**config.mk**
```make
export PLATFORM = sky130hd
export DESIGN_NAME = dfcr_regs
export DESIGN_NICKNAME = d
export VERILOG_FILES = /design/src/hw/dfcr_pkg.sv /design/src/hw/dfcr_fault_latch.sv /design/src/hw/dfcr_regs.sv
export VERILOG_INCLUDE_DIRS = /design/src /design/src/hw
export SDC_FILE = /design/constraint.sdc
export NUM_CORES = 1
export LEC_CHECK = 0
export ABC_AREA = 1
export BUFFER_PORTS_ARGS = -buffer_cell sky130_fd_sc_hd__buf_4
export CORE_MARGIN = 2
export CORE_UTILIZATION = 55
export CTS_BUF_LIST = sky130_fd_sc_hd__clkbuf_16
export CTS_CLUSTER_SIZE = 14
export DETAILED_ROUTE_END_ITERATION = 8
export PLACE_DENSITY = 0.88
export SYNTH_ARGS = -nofsm -noshare
export SYNTH_HDL_FRONTEND = slang
export SYNTH_SLANG_ARGS = --single-unit
export TNS_END_PERCENT = 1
```
**constraint.sdc**
```tcl
create_clock -name mclk -period 3.8 [get_ports mclk]
set_clock_uncertainty 0.2 [all_clocks]
set_input_delay 0 -clock mclk [delete_from_list [all_inputs] [get_ports mclk]]
set_output_delay 0 -clock mclk [all_outputs]
set_load 0.05 [all_outputs]
```
**src/hw/dfcr_consts.svh**
```systemverilog
// offsets, field positions, masks and reset values of the drive fault and command registers
`ifndef DFCR_CONSTS_SVH
`define DFCR_CONSTS_SVH

`define DFCR_BCAST_ADDR      8'h00

`define DFCR_ADDR_CMD        16'h0001
`define DFCR_ADDR_FREQ       16'h0002
`define DFCR_ADDR_INEN       16'h000F
`define DFCR_ADDR_HW1        16'h00D0
`define DFCR_ADDR_HW2        16'h00D1
`define DFCR_ADDR_OPT        16'h00D8
`define DFCR_ADDR_CURRENT    16'h00FB
`define DFCR_ADDR_COMM_LOG   16'h00FD

`define DFCR_CMD_RUN_BIT     0
`define DFCR_CMD_DIR_BIT     1
`define DFCR_CMD_EXTF_BIT    4
`define DFCR_CMD_FRST_BIT    5
`define DFCR_CMD_MFI5_BIT    12
`define DFCR_CMD_MFI6_BIT    13
`define DFCR_CMD_MFI7_BIT    14
`define DFCR_CMD_MASK        16'h7033
`define DFCR_INEN_MASK       16'h7000

`define DFCR_HW1_ADC_BIT     2
`define DFCR_HW1_PWMD_BIT    3
`define DFCR_HW1_SPEC_BIT    6
`define DFCR_HW1_TBCOM_BIT   7
`define DFCR_HW1_EEP_BIT     8
`define DFCR_HW1_RAM_BIT     11
`define DFCR_HW1_FLASH_BIT   12
`define DFCR_HW1_WDOG_BIT    13
`define DFCR_HW1_CCA_BIT     14
`define DFCR_HW1_MASK        16'h79CC

`define DFCR_HW2_CLK_BIT     0
`define DFCR_HW2_TIM_BIT     1
`define DFCR_HW2_CCB_BIT     2
`define DFCR_HW2_CCC_BIT     3
`define DFCR_HW2_PWRUP_BIT   4
`define DFCR_HW2_COMST_BIT   5
`define DFCR_HW2_CONV_BIT    6
`define DFCR_HW2_PWMFB_BIT   7
`define DFCR_HW2_CAP_BIT     8
`define DFCR_HW2_TBUNC_BIT   9
`define DFCR_HW2_MASK        16'h03FF

`define DFCR_OPT_INCOMP_BIT  0
`define DFCR_OPT_UNCON_BIT   1
`define DFCR_OPT_SELF_BIT    3
`define DFCR_OPT_FLASH_BIT   4
`define DFCR_OPT_MASK        16'h001B

`define DFCR_LOG_CRC_BIT     0
`define DFCR_LOG_PAR_BIT     1
`define DFCR_LOG_FRM_BIT     2
`define DFCR_LOG_OVR_BIT     3
`define DFCR_LOG_TMO_BIT     4
`define DFCR_LOG_MASK        16'h001F

`define DFCR_CMD_RESET       16'h0000
`define DFCR_FREQ_RESET      16'h0000
`define DFCR_INEN_RESET      16'h0000
`define DFCR_WORD_ZERO       16'h0000

`endif

```
**src/hw/dfcr_pkg.sv**
```systemverilog
// types shared by the drive fault and command register bank
package dfcr_pkg;
    typedef logic [15:0] dfcr_word_t;
    typedef enum logic [1:0] {
        ACC_IGNORE,
        ACC_READ,
        ACC_WRITE,
        ACC_BCAST_WRITE
    } dfcr_acc_t;
endpackage

```
**src/hw/dfcr_fault_latch.sv**
```systemverilog
// sixteen sticky flags, set by events, cleared together
`timescale 1ns/1ps
module dfcr_fault_latch (
    input  wire logic               mclk,
    input  wire logic               reset,
    input  wire logic               clk_en,
    input  wire dfcr_pkg::dfcr_word_t set_evt,
    input  wire logic               clear,
    output dfcr_pkg::dfcr_word_t    flags_ff
);
    genvar i;
    generate
        for (i = 0; i < 16; i = i + 1) begin : g_flag
            // set wins over the clear so no event is lost in the clearing cycle
            wire nxt_flag = set_evt[i] | (flags_ff[i] & ~clear);
            always_ff @(posedge mclk) begin
                if (reset) begin
                    flags_ff[i] <= 1'b0;
                end else if (clk_en) begin
                    flags_ff[i] <= nxt_flag;
                end
            end
        end
    endgenerate
endmodule

```
**src/hw/dfcr_regs.sv**
```systemverilog
// register bank: fault words, output current, run command word on the serial slave port
`timescale 1ns/1ps
`include "dfcr_consts.svh"
module dfcr_regs (
    // clock and register port
    input  wire logic                 mclk,
    input  wire logic                 reset,
    input  wire logic                 clk_en,
    input  wire logic [7:0]           station_addr,
    input  wire logic                 req_valid,
    input  wire logic [7:0]           req_slave,
    input  wire logic                 req_write,
    input  wire logic [15:0]          req_addr,
    input  wire dfcr_pkg::dfcr_word_t req_wdata,
    output logic                      rsp_valid,
    output dfcr_pkg::dfcr_word_t      rsp_data,
    output logic                      rsp_error,

    // first hardware fault word events
    input  wire logic                 adc_conversion_error,
    input  wire logic                 pwm_data_fault,
    input  wire logic                 board_spec_mismatch,
    input  wire logic                 terminal_board_comm_fault,
    input  wire logic                 eeprom_serial_comm_fault,
    input  wire logic                 ram_fault,
    input  wire logic                 flash_memory_fault,
    input  wire logic                 watchdog_exception,
    input  wire logic                 control_circuit_fault_a,

    // second hardware fault word events
    input  wire logic                 clock_fault,
    input  wire logic                 timing_fault,
    input  wire logic                 control_circuit_fault_b,
    input  wire logic                 control_circuit_fault_c,
    input  wire logic                 powerup_hw_fault,
    input  wire logic                 comm_startup_hw_fault,
    input  wire logic                 conversion_fault,
    input  wire logic                 pwm_feedback_fault,
    input  wire logic                 capacity_signal_fault,
    input  wire logic                 terminal_board_unconnected,

    // option card fault events
    input  wire logic                 option_incompatible,
    input  wire logic                 option_unconnected,
    input  wire logic                 option_selftest_error,
    input  wire logic                 option_flash_write_error,

    // communication errors kept in the log until a fault reset
    input  wire logic                 comm_crc_error,
    input  wire logic                 comm_parity_error,
    input  wire logic                 comm_framing_error,
    input  wire logic                 comm_overrun_error,
    input  wire logic                 comm_timeout_error,

    // measured current, already in hundredths of an ampere
    input  wire logic [15:0]          output_current_in,

    // drive commands
    output logic                      run_forward,
    output logic                      dir_reverse,
    output logic                      ext_fault_req,
    output logic                      fault_reset_pulse,
    output logic                      multifunction_input_5,
    output logic                      multifunction_input_6,
    output logic                      multifunction_input_7,
    output dfcr_pkg::dfcr_word_t      freq_ref
);

    dfcr_pkg::dfcr_word_t cmd_ff;
    dfcr_pkg::dfcr_word_t freq_ff;
    dfcr_pkg::dfcr_word_t inen_ff;
    dfcr_pkg::dfcr_word_t current_ff;
    dfcr_pkg::dfcr_word_t rsp_data_ff;
    logic                 rsp_valid_ff;
    logic                 rsp_error_ff;
    logic                 fault_reset_ff;

    dfcr_pkg::dfcr_word_t hw1_flags;
    dfcr_pkg::dfcr_word_t hw2_flags;
    dfcr_pkg::dfcr_word_t opt_flags;
    dfcr_pkg::dfcr_word_t log_flags;

    // ---------------- request decode
    // a frozen clock enable also drops the frame, so the master must retry
    wire                 take      = clk_en & req_valid;
    wire                 is_bcast  = (req_slave == `DFCR_BCAST_ADDR);
    // a station address of zero never claims addressed frames
    wire                 is_mine   = (req_slave == station_addr) &
                                     (station_addr != `DFCR_BCAST_ADDR);

    // broadcast reads have no owner; they are dropped silently
    wire dfcr_pkg::dfcr_acc_t acc_kind =
        (is_bcast & req_write) ? dfcr_pkg::ACC_BCAST_WRITE :
        (is_mine  & req_write) ? dfcr_pkg::ACC_WRITE :
        (is_mine)              ? dfcr_pkg::ACC_READ :
                                 dfcr_pkg::ACC_IGNORE;

    // full-width compares, so no word answers at an alias address
    wire hit_cmd     = (req_addr == `DFCR_ADDR_CMD);
    wire hit_freq    = (req_addr == `DFCR_ADDR_FREQ);
    wire hit_inen    = (req_addr == `DFCR_ADDR_INEN);
    wire hit_hw1     = (req_addr == `DFCR_ADDR_HW1);
    wire hit_hw2     = (req_addr == `DFCR_ADDR_HW2);
    wire hit_opt     = (req_addr == `DFCR_ADDR_OPT);
    wire hit_current = (req_addr == `DFCR_ADDR_CURRENT);
    wire hit_log     = (req_addr == `DFCR_ADDR_COMM_LOG);

    // only three words take writes; the rest answer with an error
    wire writable = hit_cmd | hit_freq | hit_inen;
    wire mapped   = writable | hit_hw1 | hit_hw2 | hit_opt | hit_current | hit_log;

    wire is_wr    = (acc_kind == dfcr_pkg::ACC_WRITE) |
                    (acc_kind == dfcr_pkg::ACC_BCAST_WRITE);
    wire is_rd    = (acc_kind == dfcr_pkg::ACC_READ);

    wire do_write = take & is_wr & writable;
    // only addressed frames are answered, broadcast never is
    wire respond  = take & ((acc_kind == dfcr_pkg::ACC_READ) |
                            (acc_kind == dfcr_pkg::ACC_WRITE));
    // a broadcast write to a read-only word is bad too, but respond keeps it silent
    wire bad_rd   = is_rd & ~mapped;
    wire bad_wr   = is_wr & ~writable;
    wire bad_acc  = bad_rd | bad_wr;

    wire wr_cmd   = do_write & hit_cmd;
    wire wr_freq  = do_write & hit_freq;
    wire wr_inen  = do_write & hit_inen;

    // ---------------- command word
    // reserved bits are masked on the way in, so they read back as zero
    wire dfcr_pkg::dfcr_word_t nxt_cmd  = wr_cmd  ? (req_wdata & `DFCR_CMD_MASK) : cmd_ff;
    wire dfcr_pkg::dfcr_word_t nxt_freq = wr_freq ? req_wdata : freq_ff;
    wire dfcr_pkg::dfcr_word_t nxt_inen = wr_inen ? (req_wdata & `DFCR_INEN_MASK) : inen_ff;

    // reset acts on the rising edge of the request bit; a held bit resets once
    wire nxt_fault_reset = wr_cmd & req_wdata[`DFCR_CMD_FRST_BIT] &
                           ~cmd_ff[`DFCR_CMD_FRST_BIT];

    always_ff @(posedge mclk) begin
        if (reset) begin
            cmd_ff <= `DFCR_CMD_RESET;
        end else if (clk_en) begin
            cmd_ff <= nxt_cmd;
        end
    end

    always_ff @(posedge mclk) begin
        if (reset) begin
            freq_ff <= `DFCR_FREQ_RESET;
        end else if (clk_en) begin
            freq_ff <= nxt_freq;
        end
    end

    always_ff @(posedge mclk) begin
        if (reset) begin
            inen_ff <= `DFCR_INEN_RESET;
        end else if (clk_en) begin
            inen_ff <= nxt_inen;
        end
    end

    // the pulse is a flop so the clear reaches every latch in the same cycle
    always_ff @(posedge mclk) begin
        if (reset) begin
            fault_reset_ff <= 1'b0;
        end else if (clk_en) begin
            fault_reset_ff <= nxt_fault_reset;
        end
    end

    // run, direction, external fault, fault reset and frequency outputs come straight from the flops, no decode in between
    assign run_forward   = cmd_ff[`DFCR_CMD_RUN_BIT];
    assign dir_reverse   = cmd_ff[`DFCR_CMD_DIR_BIT];
    assign ext_fault_req = cmd_ff[`DFCR_CMD_EXTF_BIT];
    assign fault_reset_pulse = fault_reset_ff;
    assign freq_ref      = freq_ff;

    // each input follows its command bit only while its enable bit is on
    assign multifunction_input_5 = cmd_ff[`DFCR_CMD_MFI5_BIT] & inen_ff[`DFCR_CMD_MFI5_BIT];
    assign multifunction_input_6 = cmd_ff[`DFCR_CMD_MFI6_BIT] & inen_ff[`DFCR_CMD_MFI6_BIT];
    assign multifunction_input_7 = cmd_ff[`DFCR_CMD_MFI7_BIT] & inen_ff[`DFCR_CMD_MFI7_BIT];

    // ---------------- fault event vectors
    // first word: reserved bits have no source, so they always read zero
    wire dfcr_pkg::dfcr_word_t hw1_set =
        ({15'h0000, adc_conversion_error}      << `DFCR_HW1_ADC_BIT)   |
        ({15'h0000, pwm_data_fault}            << `DFCR_HW1_PWMD_BIT)  |
        ({15'h0000, board_spec_mismatch}       << `DFCR_HW1_SPEC_BIT)  |
        ({15'h0000, terminal_board_comm_fault} << `DFCR_HW1_TBCOM_BIT) |
        ({15'h0000, eeprom_serial_comm_fault}  << `DFCR_HW1_EEP_BIT)   |
        ({15'h0000, ram_fault}                 << `DFCR_HW1_RAM_BIT)   |
        ({15'h0000, flash_memory_fault}        << `DFCR_HW1_FLASH_BIT) |
        ({15'h0000, watchdog_exception}        << `DFCR_HW1_WDOG_BIT)  |
        ({15'h0000, control_circuit_fault_a}   << `DFCR_HW1_CCA_BIT);

    // second word: bits A to F have no source and stay zero
    wire dfcr_pkg::dfcr_word_t hw2_set =
        ({15'h0000, clock_fault}                << `DFCR_HW2_CLK_BIT)   |
        ({15'h0000, timing_fault}               << `DFCR_HW2_TIM_BIT)   |
        ({15'h0000, control_circuit_fault_b}    << `DFCR_HW2_CCB_BIT)   |
        ({15'h0000, control_circuit_fault_c}    << `DFCR_HW2_CCC_BIT)   |
        ({15'h0000, powerup_hw_fault}           << `DFCR_HW2_PWRUP_BIT) |
        ({15'h0000, comm_startup_hw_fault}      << `DFCR_HW2_COMST_BIT) |
        ({15'h0000, conversion_fault}           << `DFCR_HW2_CONV_BIT)  |
        ({15'h0000, pwm_feedback_fault}         << `DFCR_HW2_PWMFB_BIT) |
        ({15'h0000, capacity_signal_fault}      << `DFCR_HW2_CAP_BIT)   |
        ({15'h0000, terminal_board_unconnected} << `DFCR_HW2_TBUNC_BIT);

    // option word: bit 2 has no source and stays zero
    wire dfcr_pkg::dfcr_word_t opt_set =
        ({15'h0000, option_incompatible}      << `DFCR_OPT_INCOMP_BIT) |
        ({15'h0000, option_unconnected}       << `DFCR_OPT_UNCON_BIT)  |
        ({15'h0000, option_selftest_error}    << `DFCR_OPT_SELF_BIT)   |
        ({15'h0000, option_flash_write_error} << `DFCR_OPT_FLASH_BIT);

    wire dfcr_pkg::dfcr_word_t log_set =
        ({15'h0000, comm_crc_error}     << `DFCR_LOG_CRC_BIT) |
        ({15'h0000, comm_parity_error}  << `DFCR_LOG_PAR_BIT) |
        ({15'h0000, comm_framing_error} << `DFCR_LOG_FRM_BIT) |
        ({15'h0000, comm_overrun_error} << `DFCR_LOG_OVR_BIT) |
        ({15'h0000, comm_timeout_error} << `DFCR_LOG_TMO_BIT);

    // sticky flags; only the fault reset pulse or reset clears them
    dfcr_fault_latch u_hw1 (
        .mclk     (mclk),
        .reset    (reset),
        .clk_en   (clk_en),
        .set_evt  (hw1_set & `DFCR_HW1_MASK),
        .clear    (fault_reset_ff),
        .flags_ff (hw1_flags)
    );

    dfcr_fault_latch u_hw2 (
        .mclk     (mclk),
        .reset    (reset),
        .clk_en   (clk_en),
        .set_evt  (hw2_set & `DFCR_HW2_MASK),
        .clear    (fault_reset_ff),
        .flags_ff (hw2_flags)
    );

    dfcr_fault_latch u_opt (
        .mclk     (mclk),
        .reset    (reset),
        .clk_en   (clk_en),
        .set_evt  (opt_set & `DFCR_OPT_MASK),
        .clear    (fault_reset_ff),
        .flags_ff (opt_flags)
    );

    // the log survives every frame, good or bad, until a fault reset
    dfcr_fault_latch u_log (
        .mclk     (mclk),
        .reset    (reset),
        .clk_en   (clk_en),
        .set_evt  (log_set & `DFCR_LOG_MASK),
        .clear    (fault_reset_ff),
        .flags_ff (log_flags)
    );

    // ---------------- output current
    // sampled every cycle with clk_en high so a read sees one coherent word, not a torn update
    always_ff @(posedge mclk) begin
        if (reset) begin
            current_ff <= `DFCR_WORD_ZERO;
        end else if (clk_en) begin
            current_ff <= output_current_in;
        end
    end

    // ---------------- read selection
    // unmapped numbers fall through to zero; bad_acc flags them as errors
    wire dfcr_pkg::dfcr_word_t rd_data =
        hit_cmd     ? cmd_ff :
        hit_freq    ? freq_ff :
        hit_inen    ? inen_ff :
        hit_hw1     ? hw1_flags :
        hit_hw2     ? hw2_flags :
        hit_opt     ? opt_flags :
        hit_current ? current_ff :
        hit_log     ? log_flags :
                      `DFCR_WORD_ZERO;

    // a write echoes the value now held, an error returns zero data
    wire dfcr_pkg::dfcr_word_t echo_data =
        hit_cmd  ? (req_wdata & `DFCR_CMD_MASK) :
        hit_inen ? (req_wdata & `DFCR_INEN_MASK) :
                   req_wdata;

    wire dfcr_pkg::dfcr_word_t nxt_rsp_data =
        bad_acc ? `DFCR_WORD_ZERO :
        is_rd   ? rd_data :
                  echo_data;

    // ---------------- response
    always_ff @(posedge mclk) begin
        if (reset) begin
            rsp_valid_ff <= 1'b0;
        end else if (clk_en) begin
            rsp_valid_ff <= respond;
        end
    end

    // error and data hold between answers, so a slow master can still read them
    always_ff @(posedge mclk) begin
        if (reset) begin
            rsp_error_ff <= 1'b0;
        end else if (respond) begin
            rsp_error_ff <= bad_acc;
        end
    end

    always_ff @(posedge mclk) begin
        if (reset) begin
            rsp_data_ff <= `DFCR_WORD_ZERO;
        end else if (respond) begin
            rsp_data_ff <= nxt_rsp_data;
        end
    end

    assign rsp_valid = rsp_valid_ff;
    assign rsp_error = rsp_error_ff;
    assign rsp_data  = rsp_data_ff;

endmodule

```
# Word-level counts from Yosys, hierarchy flattened
# Cells that the tools add are included.
dict set report totals {
  ff_bits 125
  latchBits 0
  mem_bits_rw 0
  mem_bits_ro 0
  inputBits 97
  out_inout_bits 41
  word_cells 251
  n_memories 0
}
dict set report classes {
  n_addsub 0
  multipliers 0
  n_div 0
  order_cmp 0
  n_eq_ne 12
  shifts 0
  n_mux 15
  n_bitwise 147
  reduce_logical 5
}
# cell count
set ops {}
lappend ops {{2-to-1 mux 16 bit} 12}
lappend ops {{bitwise AND 1 bit} 81}
lappend ops {{== test 16 x 8 -> 1 bit, second input constant} 5}
lappend ops {{bitwise OR 1 bit} 38}
lappend ops {{bitwise OR 8 x 9 -> 9 bit} 2}
lappend ops {{== test 16 x 1 -> 1 bit, second input constant} 1}
lappend ops {{== test 16 x 2 -> 1 bit, second input constant} 1}
lappend ops {{== test 16 x 4 -> 1 bit, second input constant} 1}
lappend ops {{bitwise OR 7 x 8 -> 8 bit} 2}
lappend ops {{bitwise OR 14 x 15 -> 15 bit} 1}
lappend ops {{bitwise OR 4 x 5 -> 5 bit} 3}
lappend ops {{bitwise OR 13 x 14 -> 14 bit} 1}
lappend ops {{bitwise OR 12 x 13 -> 13 bit} 1}
lappend ops {{bitwise OR 3 x 4 -> 4 bit} 3}
lappend ops {{bitwise OR 9 x 12 -> 12 bit} 1}
lappend ops {{bitwise OR 9 x 10 -> 10 bit} 1}
lappend ops {{== test 8 bit} 1}
lappend ops {{zero test 8 bit} 1}
lappend ops {{nonzero test 8 bit} 1}
lappend ops {{bitwise OR 4 x 7 -> 7 bit} 1}
lappend ops {{bitwise OR 6 x 7 -> 7 bit} 1}
lappend ops {{bitwise OR 1 x 2 -> 2 bit} 3}
lappend ops {{bitwise OR 2 x 3 -> 3 bit} 2}
lappend ops {{bitwise OR 5 x 6 -> 6 bit} 1}
lappend ops {{7 further kinds} 14}

# Depth between registers and ports, before layout
dict set report depth {
  ltp_word 12
  ltp_mapped 17
  mapped_depth_nobuf 17
}

# Modules after synthesis
# From an unflattened synthesis, not the netlist that was laid out.
dict set report hier_totals {
  cells_unflattened 1025
  hier_area_um2 6897.9
}
# module n_inst cells_per_inst area_per_inst_um2 seq_area_each_um2
set by_module_without_submodules {}
lappend by_module_without_submodules {dfcr_regs 1 745 4275.4 1221.2}
lappend by_module_without_submodules {dfcr_fault_latch 4 70 655.6 320.3}

# Least setup slack after synthesis
# Ideal clock, no wire load.
dict set report synth_path {
  kind {input -> register}
  from {input port req_slave[5]}
  to {register rsp_data_ff[11], in the netlist rsp_data[11]}
  setup_time_ps 70
  arrival_ps 1787
  t_required_ps 3530
  path_slack_ps 1743
  cell_stages 13
  path_buffers 0
  cell_sequence {xor2_1 nor2_1 nand3_1 nor2_1 nand2_1 nand2_2 inv_1 ha_1 nor2_1 nand2_1 a21oi_1 nand3_1 a21oi_1}
}
dict set report synth_between {
  elab_chain_cells 10
  elab_cells_between_ends 19
  cone_classes {eq/ne: 4; mux: 5; bitwise: 9; reduce/logical: 1}
}
# item line
set synth_rtl {}
lappend synth_rtl {{start: declaration} dfcr_regs.sv:11} ;# input wire logic [7:0] req_slave,
lappend synth_rtl {{== test 8 bit} dfcr_regs.sv:88} ;# wire is_mine = (req_slave == station_addr) &
lappend synth_rtl {{bitwise AND 1 bit} dfcr_regs.sv:88}
lappend synth_rtl {{2-to-1 mux 1 bit or bitwise AND 1 bit (tied branches)} {dfcr_regs.sv:95, dfcr_regs.sv:94}}
lappend synth_rtl {{2-to-1 mux 2 bit} dfcr_regs.sv:94} ;# (is_mine & req_write) ? dfcr_pkg::ACC_WRITE :
lappend synth_rtl {{2-to-1 mux 2 bit *} dfcr_regs.sv:93} ;# (is_bcast & req_write) ? dfcr_pkg::ACC_BCAST_WRITE :
lappend synth_rtl {{== test 2 bit, on equally long branches} {dfcr_regs.sv:112, dfcr_regs.sv:119, dfcr_regs.sv:113}}
lappend synth_rtl {{bitwise OR 1 bit} dfcr_regs.sv:112} ;# wire is_wr = (acc_kind == dfcr_pkg::ACC_WRITE) |
lappend synth_rtl {{bitwise AND 1 bit} dfcr_regs.sv:122} ;# wire bad_wr = is_wr & ~writable;
lappend synth_rtl {{bitwise OR 1 bit} dfcr_regs.sv:123} ;# wire bad_acc = bad_rd | bad_wr;
lappend synth_rtl {{2-to-1 mux 16 bit} dfcr_regs.sv:292} ;# bad_acc ? `DFCR_WORD_ZERO :
lappend synth_rtl {{end signal: assignment} dfcr_regs.sv:316} ;# rsp_data_ff <= `DFCR_WORD_ZERO;
lappend synth_rtl {{end signal: assignment} dfcr_regs.sv:318} ;# rsp_data_ff <= nxt_rsp_data;
lappend synth_rtl {{end: declaration} dfcr_regs.sv:73} ;# dfcr_pkg::dfcr_word_t rsp_data_ff;
# Every way passes the cells marked *; elsewhere a longest branch is shown, timed or not.
# A chain may end at the register's enable or synchronous reset.

# Worst setup path after layout
dict set report layout_path {
  from {input port req_addr[1]}
  to {register cmd_ff[5]}
}
dict set report layout_between {
  elab_chain_cells 6
  elab_cells_between_ends 8
  cone_classes {eq/ne: 3; bitwise: 4; reduce/logical: 1}
}
# item line
set layout_rtl {}
lappend layout_rtl {{start: declaration} dfcr_regs.sv:13} ;# input wire logic [15:0] req_addr,
lappend layout_rtl {{== test 16 x 1 -> 1 bit (no line) or == test 16 x 2 -> 1 bit (tied branches)} n/a}
lappend layout_rtl {{bitwise OR 1 bit (2 in series)} dfcr_regs.sv:109} ;# wire writable = hit_cmd | hit_freq | hit_inen;
lappend layout_rtl {{bitwise AND 1 bit} dfcr_regs.sv:116} ;# wire do_write = take & is_wr & writable;
lappend layout_rtl {{bitwise AND 1 bit *} dfcr_regs.sv:125} ;# wire wr_cmd = do_write & hit_cmd;
lappend layout_rtl {{AND reduction 2 bit (no line) *} n/a}
lappend layout_rtl {{end signal: assignment} dfcr_regs.sv:141} ;# cmd_ff <= `DFCR_CMD_RESET;
lappend layout_rtl {{end signal: assignment} dfcr_regs.sv:143} ;# cmd_ff <= nxt_cmd;
lappend layout_rtl {{end: declaration} dfcr_regs.sv:69} ;# dfcr_pkg::dfcr_word_t cmd_ff;
# Marked as above.

==> metrics.md <==
| Metric | Value |
|---|---|
| Outcome | `finished, final reports clean` |
| Reg-to-reg startpoint | `fault_reset_pulse` |
| Die width | `approximately 110 um` |
| CTS clk-pin slew, worst paths | `~60 ps` |
| Rows | `37` |
| Syn Std Cell Area | `approximately 5900 um2` |
| Final WL | `~21 mm` |
| CTS H-tree lvls | `4` |
| Worst Setup Slack, final | `~1200 ps` |
| Reg2reg setup slack | `1890 ps` |
| Clk_lat worst skew | `420 ps` |
| Worst EP arrival | `~2800 ps` |
| Synth area leader | `dfxtp_1` |
| CTS tree | `yes` |
| TritonCTS buffer count | `17` |
| DR vias | `between 7,000 and 8,000` |
| Area delta synth->final | `50.0%` |
| Final Cycle Share | `68.3%` |
| First-pass DRT Iterations | `8` |
| Ys flop type | `dfxtp_1` |
| Hold endpoint | `rsp_valid` |
| Remaining antenna violation count | `0` |
| Leading post-synthesis cells by cell area | `dfxtp_1 42%, nand2_1 18%, nor2_1 8.2%, a21oi_1 7.2%, inv_1 4.9%` |
| Syn Nets | `roughly 1,000` |
| EDFF count, synth | `0` |
| CP startpoint kind | `input port` |
| Hold WS | `21.9 ps` |
| DRC viols | `0` |
| R2R Path End | `u_hw1.flags_ff[15]` |
| Vias per inst | `between 5 and 6` |
| GRT Total Usage | `approximately 37%` |
| Worst r2r path cells | `5` |
| Relative slew slack | `56.4%` |
| Die Area | `between 10,000 and 15,000 um2` |
| Starting Density | `between 50 and 60%` |
| Vias in the first global route | `about 7,200` |
| Postcts setup bufs | `0` |
| Pre-CTS WS | `1390 ps` |
| Final TNS setup | `0 ps` |
| Die H | `between 100 and 150 um` |
| CTS Sinks | `125` |
| Synth cell types | `30` |
| Ys Warns | `0` |
| Count of final setup violators | `0` |
| DP Wirelength | `between 10 and 15 mm` |
| DRT iter0 DRCs | `about 650` |
| Post-DR wirelength/cell | `15.9 um` |
| Overflow after GRT | `0` |
| Worst hold stages | `5` |
| # nets final | `about 1,300` |
| First-pass GRT wire length | `between 30 and 40 mm` |
| Inst Count DP | `around 1,100` |
| Register bit count reported by yosys | `approximately 130` |
| Port bufs | `between 100 and 150` |
| Asr flop ratio synth | `0%` |
| Pwr/cell area | `about 360 nW/um2` |
| RSZ-0062 raised after global routing | `no` |
| Layout cells sized above 1 | `about 17%` |
| Max_cap viols | `0` |
| Static Leak | `~4.2 nW` |
| Final min period | `roughly 2600 ps` |
| CP Class | `input port to register` |
| Max Fclk | `386 MHz` |
| I/O pin count | `138` |
| Largest net degree at the start of global routing | `51` |
| CP Max Fanout | `11` |
| Data required, critical path | `approximately 4000 ps` |
| RePlAce Congestion | `0.909` |
| Maximum root-to-sink buffer count | `2` |
| Hold_sp | `req_valid` |
| Slew Limit Fails | `0` |
| CTS root buf | `clkbuf_16` |
| Post-Syn Instances | `907` |
| CP Capture Type | `register` |
| Worst hold path class | `input port to register` |
| Initial antenna violation count | `1` |
| Worst slew pin tran | `~650 ps` |
| Yosys top cell area share | `~42%` |
| Non-filler instance count after layout | `~1,300` |
| Avg Inst Size Synth | `approximately 6.5 um2` |
| Max rail drop VDD | `roughly 0.25 mV` |
| Critical Path Start | `req_addr[1]` |
| Fin. Hold Viols | `0` |
| Register area share after synthesis | `about 42%` |
| Total core area | `approximately 10,000 um2` |
==> registers in the layout, summed over array words and instances (netlist names) <==
| register | flops |
|---|---|
| cmd_ff | 7 |
| fault_reset_pulse | 1 |
| u_hw1.flags_ff | 16 |
| freq_ref | 16 |
| rsp_valid | 1 |
| u_opt.flags_ff | 16 |
| inen_ff | 3 |
| rsp_data | 16 |
| u_log.flags_ff | 16 |
| current_ff | 16 |
| rsp_error | 1 |
| u_hw2.flags_ff | 16 |
==> metal layers <==
| layer | GRT usage (%) | routed length (um) | vias up |
|---|---|---|---|
| li1 | - | - | 3378 |
| met1 | 40.1 | 7460 | 3296 |
| met2 | 65.5 | 10600 | 452 |
| met3 | 8.35 | 1800 | 123 |
| met4 | 19.8 | 1080 | 0 |
| met5 | 0 | 0 | - |
==> repair_timing <==
item,CTS,global route
hold buffers,138,0
gates resized for setup,0,0
hold endpoints to repair,95,0
==> critical path, stage by stage <==
cell,delay (ps)
dlygate4sd3_1,540
buf_4,160
inv_1,90
nand2_1,70
nor2_2,180
nand3_2,210
nor2_1,580
nand2_1,140
a21oi_1,200
dlygate4sd3_1,590
==> worst max path at each step <==
stage              endpoint  slack, ps  cells after the start
3_5_place_dp   rsp_data[13]       1390                     15
5_1_grt           cmd_ff[5]       1070                     10
3_3_place_gp   rsp_data[14]       1470                     15
6_report          cmd_ff[5]       1210                     10
2_1_floorplan  rsp_data[11]       1740                     13
4_1_cts           cmd_ff[5]       1350                     10
==> cells by family (layout without fill, tap and decap cells) <==
group           Yosys count  count (layout)  share of synthesized area [%]
fa+ha+maj                 1               1                          0.211
buf+inv                 131             401                           8.90
xor+xnor                  6               6                          0.886
flops                   125             125                           42.2
compound gates          156             156                           13.5
other cells               0               2                              0
simple gates            488             488                           34.3
==> synthesized netlist by cell type, types with 2 or more instances <==
library cell and n:
a21oi_1 85, buf_1 3, buf_2 9, buf_4 2, buf_6 2, clkbuf_1 27, clkinv_1 4, dfxtp_1 125
inv_1 78, inv_2 5, nand2_1 283, nand2_2 4, nand3_1 27, nand3_2 7, nand3b_1 11, nand4_1 11
nor2_1 129, nor2_2 2, nor3_1 11, o21a_1 3, o21ai_0 58, o21ai_1 9, xnor2_1 4, xor2_1 2
==> through the flow <==
step | utilization, % | area (um2) | total power, mW
4_1_cts | 85.4 | 8890 | 3.12
6_report | 85.4 | 8900 | 3.16
3_3_place_gp | 67.1 | 6990 | 1.60
5_1_grt | 85.4 | 8900 | 3.25
3_5_place_dp | 67.1 | 6990 | 1.60
2_1_floorplan | - | 5930 | 1.49
==> area by class of cell <==
| class | instances | area [um2] |
|---|---|---|
| Antenna cell | 2 | 5.00 |
| Clock buffer | 17 | 425 |
| Clock inverter | 14 | 97.6 |
| Fill cell | 571 | 1520 |
| Inverter | 88 | 333 |
| Multi-Input combinational cell | 651 | 2900 |
| Sequential cell | 125 | 2500 |
| Tap cell | 136 | 170 |
| Timing Repair Buffer | 282 | 2460 |
==> placed cells by master (no fill, tap or decap), types with 6 or more instances in the layout <==
master / count
nand2_1: 283
buf_4: 144
dlygate4sd3_1: 138
nor2_1: 129
dfxtp_1: 125
a21oi_1: 85
inv_1: 78
o21ai_0: 58
nand3_1: 27
clkbuf_16: 17
nand4_1: 11
nor3_1: 11
nand3b_1: 11
o21ai_1: 9
nand3_2: 7
clkinv_1: 6
==> power breakdown <==
| group | internal (mW) | switching [mW] | total [mW] | leakage (nW) |
|---|---|---|---|---|
| Clock | 0.827 | 0.621 | 1.45 | 0.255 |
| Combinational | 0.203 | 0.148 | 0.351 | 2.93 |
| Sequential | 1.34 | 0.0199 | 1.36 | 1.02 |
Note: power is estimated with default switching activity, not from simulation.
